==> src/logic/oscc_cfg.svh <==
// Constants of the optical sensor command controller: offsets, fields, resets, timing
//
// Summary of operation
// RL1: Seventeen 8-bit registers, all reached over serial link
// RL2: Slave works in standard, fast, high-speed modes; link clock needs 4 clk low and 4 clk high (400 ns period at 20 MHz)
// RL3: Answers only slave address 13h (26h/27h)
// RL4: Register addresses run 80h to 90h, master stays inside
// RL5: Command register 80h starts measurements, holds ready flags
// RL6: Ambient ready set on result, cleared reading 85h/86h
// RL7: Bio ready set on result, cleared reading 87h/88h
// RL8: Bio single shot fills 87h high, 88h low
// RL9: Ambient single shot fills 85h high, 86h low
// RL10: Ambient periodic enable repeats ambient under sequencer
// RL11: Bio periodic enable repeats bio under sequencer
// RL12: Sequencer enable starts oscillator; channel enable gates measurements
// RL13: Interrupt output is open drain, only pulls low
// RL14: Single-shot starts ignored while sequencer enabled
// RL15: Master changes rates only with sequencer off
// RL16: Access: address, register byte, data or restart-read
`ifndef OSCC_CFG_SVH
`define OSCC_CFG_SVH

// Link addressing
`define OSCC_SLAVE_ADDR 7'h13
`define OSCC_REG_BASE 8'h80
`define OSCC_REG_LAST 8'h90
`define OSCC_REG_COUNT 17

// Register indices (offset minus base)
`define OSCC_IDX_CMD 5'h00
`define OSCC_IDX_ID 5'h01
`define OSCC_IDX_AMB_HI 5'h05
`define OSCC_IDX_AMB_LO 5'h06
`define OSCC_IDX_BIO_HI 5'h07
`define OSCC_IDX_BIO_LO 5'h08

// Command register fields
`define OSCC_CMD_LOCK 7
`define OSCC_CMD_AMB_RDY 6
`define OSCC_CMD_BIO_RDY 5
`define OSCC_CMD_AMB_SS 4
`define OSCC_CMD_BIO_SS 3
`define OSCC_CMD_AMB_PER 2
`define OSCC_CMD_BIO_PER 1
`define OSCC_CMD_SEQ_EN 0

// Reset values; identity value is arbitrary
`define OSCC_CMD_RESET 8'h80
`define OSCC_ID_VALUE 8'h5a
`define OSCC_REG_RESET 8'h00

// Sequencer interval
`define OSCC_CLK_MHZ 20
`define OSCC_SEQ_PERIOD_US 1000
`define OSCC_SEQ_PERIOD_CYCLES (`OSCC_SEQ_PERIOD_US * `OSCC_CLK_MHZ)

`endif

==> src/logic/oscc_pkg.sv <==
// Types of the optical sensor command controller
package oscc_pkg;

  // Serial slave states
  typedef enum logic [2:0] {
    OSCC_IDLE = 3'b000,
    OSCC_ADDR = 3'b001,
    OSCC_ACK = 3'b010,
    OSCC_WR = 3'b011,
    OSCC_RD = 3'b100,
    OSCC_RACK = 3'b101
  } oscc_state_t;

  // Measurement start requests towards the analog chain
  typedef struct packed {
    logic amb_start;
    logic bio_start;
  } oscc_meas_req_t;

  // Finished measurements from the analog chain
  typedef struct packed {
    logic amb_done;
    logic [15:0] amb_value;
    logic bio_done;
    logic [15:0] bio_value;
  } oscc_meas_res_t;

  // Whole state of the controller
  typedef struct packed {
    logic scl_s1;
    logic scl_s2;
    logic sda_s1;
    logic sda_s2;
    logic scl_p;
    logic sda_p;
    oscc_state_t state;
    logic [3:0] bitcnt;
    logic [7:0] shreg;
    logic rw;
    logic first;
    logic nack;
    logic [7:0] ptr;
    logic sda_oe;
    logic [16:0][7:0] regs;
    logic amb_busy;
    logic bio_busy;
    logic [31:0] seq_cnt;
    logic osc_en;
    oscc_meas_req_t req;
    logic int_oe;
  } oscc_st_t;

endpackage : oscc_pkg

==> src/logic/oscc_ctrl.sv <==
// Optical sensor command controller: serial slave, register file and measurement sequencer
`timescale 1ns/1ps
`default_nettype none
`include "oscc_cfg.svh"

// Link timing: both link pins pass two flip-flops and an edge flop, so the
// slave sees every link clock edge about three clk cycles late. The master
// must keep the link clock low and high for at least four clk cycles each;
// faster bus modes only work while that still holds, which bounds the rate.
// Outgoing data changes on the detected falling edge, inside the low phase,
// and stands until the next detected falling edge.
//
// Register file: reads outside the window return zero, writes there are
// dropped. The identity byte and the two result pairs cannot be written,
// yet such writes are still acknowledged so the master sees no bus error.
// The pointer steps on after every data byte, written or read.
//
// Measurements: a start is a one-cycle pulse and the channel stays busy
// until the analog chain reports done. A done that arrives while idle is
// dropped, so a stray pulse cannot overwrite a result waiting to be read.
// While the sequencer runs, single-shot bits are not taken at all; mixing
// both ways of starting would make the busy bookkeeping ambiguous.
//
// Ready flags: reading either byte of a result clears its flag, but a new
// result in the same cycle wins, so fresh data is never reported as read.
// Interrupt: pulled low while any ready flag stands; no thresholds here.

module oscc_ctrl import oscc_pkg::*; #(
  parameter int unsigned SEQ_PERIOD_CYCLES = `OSCC_SEQ_PERIOD_CYCLES
) (
  // Clock and asynchronous reset
  input wire logic clk,
  input wire logic rst_n,
  // Link pins; the data output is an open-drain pull enable
  input wire logic scl_i,
  input wire logic sda_i,
  output logic sda_o,
  output logic sda_oe,
  output logic int_o,
  output logic int_oe,
  // Low-power oscillator enable and measurement handshake
  output logic osc_enable,
  output oscc_meas_req_t meas_req,
  input wire oscc_meas_res_t meas_res
);

  oscc_st_t st; // Registered state
  oscc_st_t next_st; // Next state
  logic scl_rise; // Clock edge toward high
  logic scl_fall; // Clock edge toward low
  logic start_cond; // Data falls while clock high
  logic stop_cond; // Data rises while clock high
  logic ptr_ok; // Pointer inside register window
  logic [4:0] idx; // Register index from pointer

  // Edges come from synchronised copies only; the first stage stays private
  assign scl_rise = st.scl_s2 & ~st.scl_p;
  assign scl_fall = ~st.scl_s2 & st.scl_p;
  assign start_cond = st.scl_s2 & st.scl_p & st.sda_p & ~st.sda_s2;
  assign stop_cond = st.scl_s2 & st.scl_p & ~st.sda_p & st.sda_s2;
  assign ptr_ok = (st.ptr >= `OSCC_REG_BASE) && (st.ptr <= `OSCC_REG_LAST); // RL4
  assign idx = 5'(st.ptr - `OSCC_REG_BASE);

  // Reset image of the state
  function automatic oscc_st_t reset_st();
    oscc_st_t r;
    r = '0;
    r.scl_s1 = 1'b1;
    r.scl_s2 = 1'b1;
    r.sda_s1 = 1'b1;
    r.sda_s2 = 1'b1;
    r.scl_p = 1'b1;
    r.sda_p = 1'b1;
    r.state = OSCC_IDLE;
    r.regs[`OSCC_IDX_CMD] = `OSCC_CMD_RESET;
    r.regs[`OSCC_IDX_ID] = `OSCC_ID_VALUE;
    return r;
  endfunction : reset_st

  // All next-state logic
  always_comb begin
    logic [7:0] rd_byte; // Byte fetched for the master
    logic [7:0] wr_byte; // Byte just received
    logic load; // Fetch a read byte this cycle
    logic clr_amb; // Ambient result was read
    logic clr_bio; // Bio result was read
    logic seq_tick; // Sequencer interval elapsed
    logic [7:0] cmd; // Command register working copy
    rd_byte = 8'h00;
    wr_byte = {st.shreg[6:0], st.sda_s2};
    load = 1'b0;
    clr_amb = 1'b0;
    clr_bio = 1'b0;
    seq_tick = 1'b0;
    cmd = st.regs[`OSCC_IDX_CMD];
    // Hold every field by default; requests last one cycle only
    next_st = st;
    next_st.req = '0;

    // Two-stage synchronisers, then previous-value copies for edges
    // Only the second stage feeds logic; the first may still be settling
    next_st.scl_s1 = scl_i;
    next_st.scl_s2 = st.scl_s1;
    next_st.sda_s1 = sda_i;
    next_st.sda_s2 = st.sda_s1;
    next_st.scl_p = st.scl_s2;
    next_st.sda_p = st.sda_s2;

    // Serial slave; sampling every clk edge bounds the usable link rate
    case (st.state) // RL2
      // Bus free or another slave addressed: data line released
      OSCC_IDLE: begin
        next_st.sda_oe = 1'b0;
      end
      // Seven address bits and the direction bit, taken on rising edges
      OSCC_ADDR: begin
        if (scl_rise) begin
          next_st.shreg = wr_byte;
          next_st.bitcnt = st.bitcnt + 4'h1;
        end else if (scl_fall && st.bitcnt == 4'h8) begin
          next_st.bitcnt = 4'h0;
          // Acknowledge only our own address; other traffic is ignored
          if (st.shreg[7:1] == `OSCC_SLAVE_ADDR) begin // RL3
            next_st.sda_oe = 1'b1;
            next_st.rw = st.shreg[0];
            next_st.first = ~st.shreg[0];
            next_st.state = OSCC_ACK;
          end else begin
            next_st.state = OSCC_IDLE; // Other slaves' traffic
          end
        end
      end
      OSCC_ACK: begin
        // Acknowledge held for one clock pulse; on its fall a write releases the line, a read drives the first data bit
        if (scl_fall) begin
          next_st.sda_oe = 1'b0;
          if (st.rw) begin
            load = 1'b1;
            next_st.state = OSCC_RD;
          end else begin
            next_st.state = OSCC_WR;
          end
        end
      end
      // First byte after the address loads the pointer, later ones are data
      OSCC_WR: begin
        if (scl_rise) begin
          next_st.shreg = wr_byte;
          next_st.bitcnt = st.bitcnt + 4'h1;
        end else if (scl_fall && st.bitcnt == 4'h8) begin
          next_st.bitcnt = 4'h0;
          next_st.sda_oe = 1'b1;
          next_st.state = OSCC_ACK;
          if (st.first) begin
            next_st.ptr = st.shreg; // RL16
            next_st.first = 1'b0;
          end else begin
            next_st.ptr = st.ptr + 8'h01;
          end
        end
      end
      // Fetched byte goes out most significant bit first
      OSCC_RD: begin
        if (scl_rise) begin
          next_st.bitcnt = st.bitcnt + 4'h1;
        end else if (scl_fall) begin
          // Eighth bit sent: the master owns the line for its acknowledge
          if (st.bitcnt == 4'h8) begin
            next_st.bitcnt = 4'h0;
            next_st.sda_oe = 1'b0;
            next_st.state = OSCC_RACK;
          end else begin
            // Next bit: pull low for a zero, release for a one
            next_st.shreg = {st.shreg[6:0], 1'b0};
            next_st.sda_oe = ~st.shreg[6]; // RL13
          end
        end
      end
      OSCC_RACK: begin
        // Master acknowledge asks for the next byte, no-acknowledge ends
        if (scl_rise) begin
          next_st.nack = st.sda_s2;
        end else if (scl_fall) begin
          if (st.nack) begin
            next_st.state = OSCC_IDLE;
          end else begin
            load = 1'b1;
            next_st.state = OSCC_RD;
          end
        end
      end
      // Unused state codes recover to idle
      default: begin
        next_st.state = OSCC_IDLE;
      end
    endcase

    // Read fetch: auto-increment, result reads clear the ready flags
    if (load) begin
      rd_byte = ptr_ok ? st.regs[idx] : 8'h00; // RL1
      next_st.shreg = rd_byte;
      next_st.sda_oe = ~rd_byte[7];
      next_st.ptr = st.ptr + 8'h01;
      // Either byte of a result clears its flag, in any order
      clr_amb = ptr_ok && (idx == `OSCC_IDX_AMB_HI || idx == `OSCC_IDX_AMB_LO); // RL6
      clr_bio = ptr_ok && (idx == `OSCC_IDX_BIO_HI || idx == `OSCC_IDX_BIO_LO); // RL7
    end

    // Start and stop win over any byte in progress
    // A repeated start restarts address collection without a stop
    if (start_cond) begin
      next_st.state = OSCC_ADDR;
      next_st.bitcnt = 4'h0;
      next_st.sda_oe = 1'b0;
    end else if (stop_cond) begin
      next_st.state = OSCC_IDLE;
      next_st.sda_oe = 1'b0;
    end

    // Register writes; results, identity and lock bit are read only
    if (st.state == OSCC_WR && scl_fall && st.bitcnt == 4'h8 && !st.first && ptr_ok) begin
      // Command byte: enables stored directly, starts only when allowed
      if (idx == `OSCC_IDX_CMD) begin
        cmd[2:0] = st.shreg[2:0]; // RL5 RL10 RL11
        if (!st.shreg[`OSCC_CMD_SEQ_EN] && !st.regs[`OSCC_IDX_CMD][`OSCC_CMD_SEQ_EN]) begin
          cmd[`OSCC_CMD_AMB_SS] = cmd[`OSCC_CMD_AMB_SS] | st.shreg[`OSCC_CMD_AMB_SS]; // RL9
          cmd[`OSCC_CMD_BIO_SS] = cmd[`OSCC_CMD_BIO_SS] | st.shreg[`OSCC_CMD_BIO_SS]; // RL8
        end // RL14
      end else if (idx != `OSCC_IDX_ID && (idx < `OSCC_IDX_AMB_HI || idx > `OSCC_IDX_BIO_LO)) begin
        next_st.regs[idx] = st.shreg; // RL1
      end
    end

    // Self-timed sequencer on a divided interval while enabled
    // The counter restarts whenever the sequencer is off, so the first
    // tick comes one full interval after it is switched on
    next_st.osc_en = cmd[`OSCC_CMD_SEQ_EN]; // RL12
    if (!cmd[`OSCC_CMD_SEQ_EN]) begin
      next_st.seq_cnt = '0;
    end else if (st.seq_cnt >= 32'(SEQ_PERIOD_CYCLES - 1)) begin
      next_st.seq_cnt = '0;
      seq_tick = 1'b1;
    end else begin
      next_st.seq_cnt = st.seq_cnt + 32'h1;
    end

    // Start requests: periodic under sequencer, otherwise on demand
    if (!st.amb_busy && ((seq_tick && cmd[`OSCC_CMD_AMB_PER]) || // RL10 RL12
        (!cmd[`OSCC_CMD_SEQ_EN] && cmd[`OSCC_CMD_AMB_SS]))) begin // RL9
      next_st.amb_busy = 1'b1;
      next_st.req.amb_start = 1'b1;
    end
    if (!st.bio_busy && ((seq_tick && cmd[`OSCC_CMD_BIO_PER]) || // RL11 RL12
        (!cmd[`OSCC_CMD_SEQ_EN] && cmd[`OSCC_CMD_BIO_SS]))) begin // RL8
      next_st.bio_busy = 1'b1;
      next_st.req.bio_start = 1'b1;
    end

    // Ready flags: clear on result read, but a new result wins
    if (clr_amb) begin
      cmd[`OSCC_CMD_AMB_RDY] = 1'b0; // RL6
    end
    if (clr_bio) begin
      cmd[`OSCC_CMD_BIO_RDY] = 1'b0; // RL7
    end
    // A done while idle is dropped; done also retires the single-shot bit
    if (meas_res.amb_done && st.amb_busy) begin
      next_st.amb_busy = 1'b0;
      next_st.regs[`OSCC_IDX_AMB_HI] = meas_res.amb_value[15:8]; // RL9
      next_st.regs[`OSCC_IDX_AMB_LO] = meas_res.amb_value[7:0];
      cmd[`OSCC_CMD_AMB_RDY] = 1'b1; // RL6
      cmd[`OSCC_CMD_AMB_SS] = 1'b0;
    end
    if (meas_res.bio_done && st.bio_busy) begin
      next_st.bio_busy = 1'b0;
      next_st.regs[`OSCC_IDX_BIO_HI] = meas_res.bio_value[15:8]; // RL8
      next_st.regs[`OSCC_IDX_BIO_LO] = meas_res.bio_value[7:0];
      cmd[`OSCC_CMD_BIO_RDY] = 1'b1; // RL7
      cmd[`OSCC_CMD_BIO_SS] = 1'b0;
    end
    cmd[`OSCC_CMD_LOCK] = 1'b1;
    next_st.regs[`OSCC_IDX_CMD] = cmd; // RL5

    // Interrupt pulled low while any result waits to be read
    next_st.int_oe = cmd[`OSCC_CMD_AMB_RDY] | cmd[`OSCC_CMD_BIO_RDY]; // RL13
  end

  // State register
  always_ff @(posedge clk or negedge rst_n) begin
    if (!rst_n) begin
      // Link lines reset idle-high, so no false start follows reset
      st <= reset_st();
    end else begin
      st <= next_st;
    end
  end

  // Outputs straight from state; open-drain pins only ever drive low
  assign sda_o = 1'b0; // RL13
  assign sda_oe = st.sda_oe;
  assign int_o = 1'b0; // RL13
  assign int_oe = st.int_oe;
  // Oscillator enable and one-cycle start pulses
  assign osc_enable = st.osc_en;
  assign meas_req = st.req;

endmodule : oscc_ctrl
`default_nettype wire

==> config.mk <==
export PLATFORM = sky130hd
export DESIGN_NAME = oscc_ctrl
export DESIGN_NICKNAME = d
export VERILOG_FILES = /design/src/logic/oscc_pkg.sv /design/src/logic/oscc_ctrl.sv
export VERILOG_INCLUDE_DIRS = /design/src /design/src/logic
export SDC_FILE = /design/constraint.sdc
export NUM_CORES = 1
export LEC_CHECK = 0
export BUFFER_PORTS_ARGS = -buffer_cell sky130_fd_sc_hd__buf_4
export CAP_MARGIN = 30
export CORE_MARGIN = 10
export CORE_UTILIZATION = 55
export CTS_CLUSTER_DIAMETER = 150
export DETAILED_ROUTE_END_ITERATION = 16
export PLACE_DENSITY = 0.76
export REMOVE_ABC_BUFFERS = 1
export SETUP_SLACK_MARGIN = 0.1
export SYNTH_ARGS = -nofsm -noshare
export SYNTH_HDL_FRONTEND = slang
export SYNTH_SLANG_ARGS = --single-unit
==> constraint.sdc <==
create_clock -name clk -period 3.1 [get_ports clk]
set_input_delay 0.31 -clock clk [delete_from_list [all_inputs] [get_ports clk]]
set_output_delay 0.31 -clock clk [all_outputs]
set_load 0.02 [all_outputs]
==> flow_metrics.tcl <==
set metrics [dict create \
    design.core.area_um2 17900 \
    clk_latency_ps 530 \
    totalWireLength_mm 23.9 \
    critPathLaunchType "flop" \
    async_reset_ff_frac 1.00 \
    clk_path_buf_depth 3 \
    grt_first_pass_wirelength_mm 39.1 \
    cp_max_fo 8 \
    fin_nets 980 \
    fmaxAchievable_mhz 343 \
    clock_skew_ps 21.7 \
    initial_core_util 0.556 \
    rsz0062_at_grt "no" \
    fin_util 0.643 \
    hold_violations 0 \
    area_growth_pct 15.7 \
    die_y_um 154 \
    fp.dieW_um 154 \
    track_usage 0.199 \
    synth_edf_count 0 \
    ys_seq_area_frac 0.517 \
    synth-warning-count 0 \
    min_period_ps 2920 \
    synth_cell_types 64 \
    hp-class "in2reg" \
    synth_top_family_by_area "multiplexers" \
    tns_ps 0 \
    critPathRequiredTime_ps 3500 \
    synthMuxAreaShare 0.182 \
    hpwlAfterDp_mm 15.5 \
    maxCapViolCount 0 \
    ant_nets 0 \
    cts-root-buf "clkbuf_16" \
    cp_slowest_cell "or3b_2" \
    avgSynthCellArea_um2 11.3 \
    ys.flop_type "dfrtp_1" \
    numCtsBuffers 23 \
    slew_headroom 0.310 \
    dpl-instance-area_um2 10500 \
    antenna_found_initial 0 \
    dieArea_um2 23900 \
    status "completed" \
    via_per_inst 6.11 \
    grt_pass1_vias 7334 \
    synth-seq-cells 205 \
    finalSetupViolations 0 \
    num_antenna_cells 0 \
    endpoint_kind "flop" \
    fin_area_um2 11500 \
    synth_adder_area_share 0.0138 \
    synthCells 879 \
    h-tree-depth 1 \
    powerDensity_nw_per_um2 608 \
    slew_violations 0 \
    synthSimpleGateAreaFrac 0.117 \
    drt_iter0_drc 571 \
    synth_area_um2 9950 \
    synth_xor_area_frac 0.0114 \
    critPathArrivalTime_ps 3320 \
    rows 49 \
    vias 7189 \
    pin_count 45 \
    cp_top_family "simple AND/OR/NAND/NOR gates" \
    dpl.cell_count 1124 \
    drc 0 \
    routedWlPerCell_um 20.3 \
    crit_chain "inv_1 > ha_1 > or3b_2 > mux2i_1 > and3_1 > nand3_1 > mux2_2" \
    drive_above_1_share 0.289 \
    grt_max_degree 101 \
    crit_type "reg2reg" \
    synth_compound_area_frac 0.120 \
    vdd_drop_max_mv 0.516 \
    max_stage_delay_ps 480 \
    fin_cells 1176 \
    clock_sinks 205 \
    dr.pass1.iters 5 \
    cts_tree "done" \
    fin_crit_sh 0.940 \
    path_buf_inv 1 \
    worst_slew_pin_slew_ps 1040 \
    gp_congestion 0.910 \
    synthTopCellsByArea "dfrtp_1 (49%), mux2_2 (10%), mux4_2 (6.8%)" \
    yosys.area.top_type "dfrtp_1" \
    overflow 0 \
    synthDominantCellAreaShare 0.491 \
    p_leak_uw 0.00517 \
    clkTransAtPathRegs_ps 60 \
    portBuffers 42 \
]
[sequential cells by signal, indices dropped and copies added, names as in the netlist]
name,cells
int_oe,1
sda_oe,1
st,197
next_st,4
meas_req,2
[cell usage after synthesis (8+ instances only)]
cell      count
dfrtp_1     195
mux2_2       92
nor2_1       73
nand2_1      65
clkbuf_1     54
o21ai_0      52
a21oi_1      47
mux4_2       30
a31oi_1      28
inv_1        20
nand3_1      20
a22oi_1      18
nor2b_1      12
ha_1         11
dfstp_2      10
nor3_1       10
a31o_2        9
buf_2         8
[layer usage]
metal  track usage  wire length [µm]
met3        0.0308              1500
met5             0                 0
met1         0.271             10200
met2         0.319             11600
met4        0.0630               643
[power by group]
part	internal, µW	switching (µW)
Combinational	351	527
Sequential	2960	212
Clock	1830	1120
[metrics by stage]
step	setup slack [ps]	total power [µW]	hold WS, ps
global placement	276	4020	351
CTS	217	7040	15.2
finish	185	7000	33.3
detailed placement	226	4070	348
global route	103	7270	27.4
floorplan	-694	3640	14.4
[kinds of logic after synthesis]
kind of cell               Yosys count
buffers and inverters               91
other                                1
xor gates and xnor gates            13
adders and majority gates           11
AOI/OAI and AO/OA                  190
and+or+nand+nor                    238
DFF                                205
muxes                              130
[placed cells by master (no fill, tap or decap), types with 9 or more instances in the layout]
cell type        n
nand2_1         65
nand3_1         17
clkbuf_16       23
dfrtp_1        194
mux4_2          30
a22oi_1         18
a31oi_1         28
mux2_2          92
ha_1            11
a31o_2           9
a21oi_1         47
inv_1           20
dlygate4sd3_1   11
nor2_1          73
buf_4           66
nor3_1           9
nor2b_1         12
o21ai_0         52
dfstp_2         10
conb_1          19
[cell type report]
cell class                      instances  area, µm²
Multi-Input combinational cell        601       4510
Timing Repair Buffer                   80        659
Clock inverter                         12        186
Tap cell                              229        287
Inverter                               20       75.1
Sequential cell                       205       5140
Fill cell                            1367       6390
Clock buffer                           29        648
[timing repair]
| action | 4_1_cts | 5_1_grt |
|---|---|---|
| resized for setup | 0 | 5 |
| endpoints found under the setup margin | 0 | 31 |
| endpoints found under the hold margin | 101 | 0 |
| hold buffers | 11 | 0 |
| setup buffers | 0 | 0 |
[final timing paths]
check,start,endpoint,slack [ps],cells after the start
max reg2reg,st[175],st[63],180,7
min in group asynchronous,rst_n,st[10],440,2
min reg2reg,next_st[205],next_st[202],360,0
max,st[175],st[63],180,7
max in group asynchronous,rst_n,next_st[201],1800,3
min,meas_res[22],st[91],30,3
[worst min-delay path, stage by stage]
cell	delay [ps]
buf_4	80
nor2_1	30
a21oi_1	100
Power figures use the tool's default switching activity.
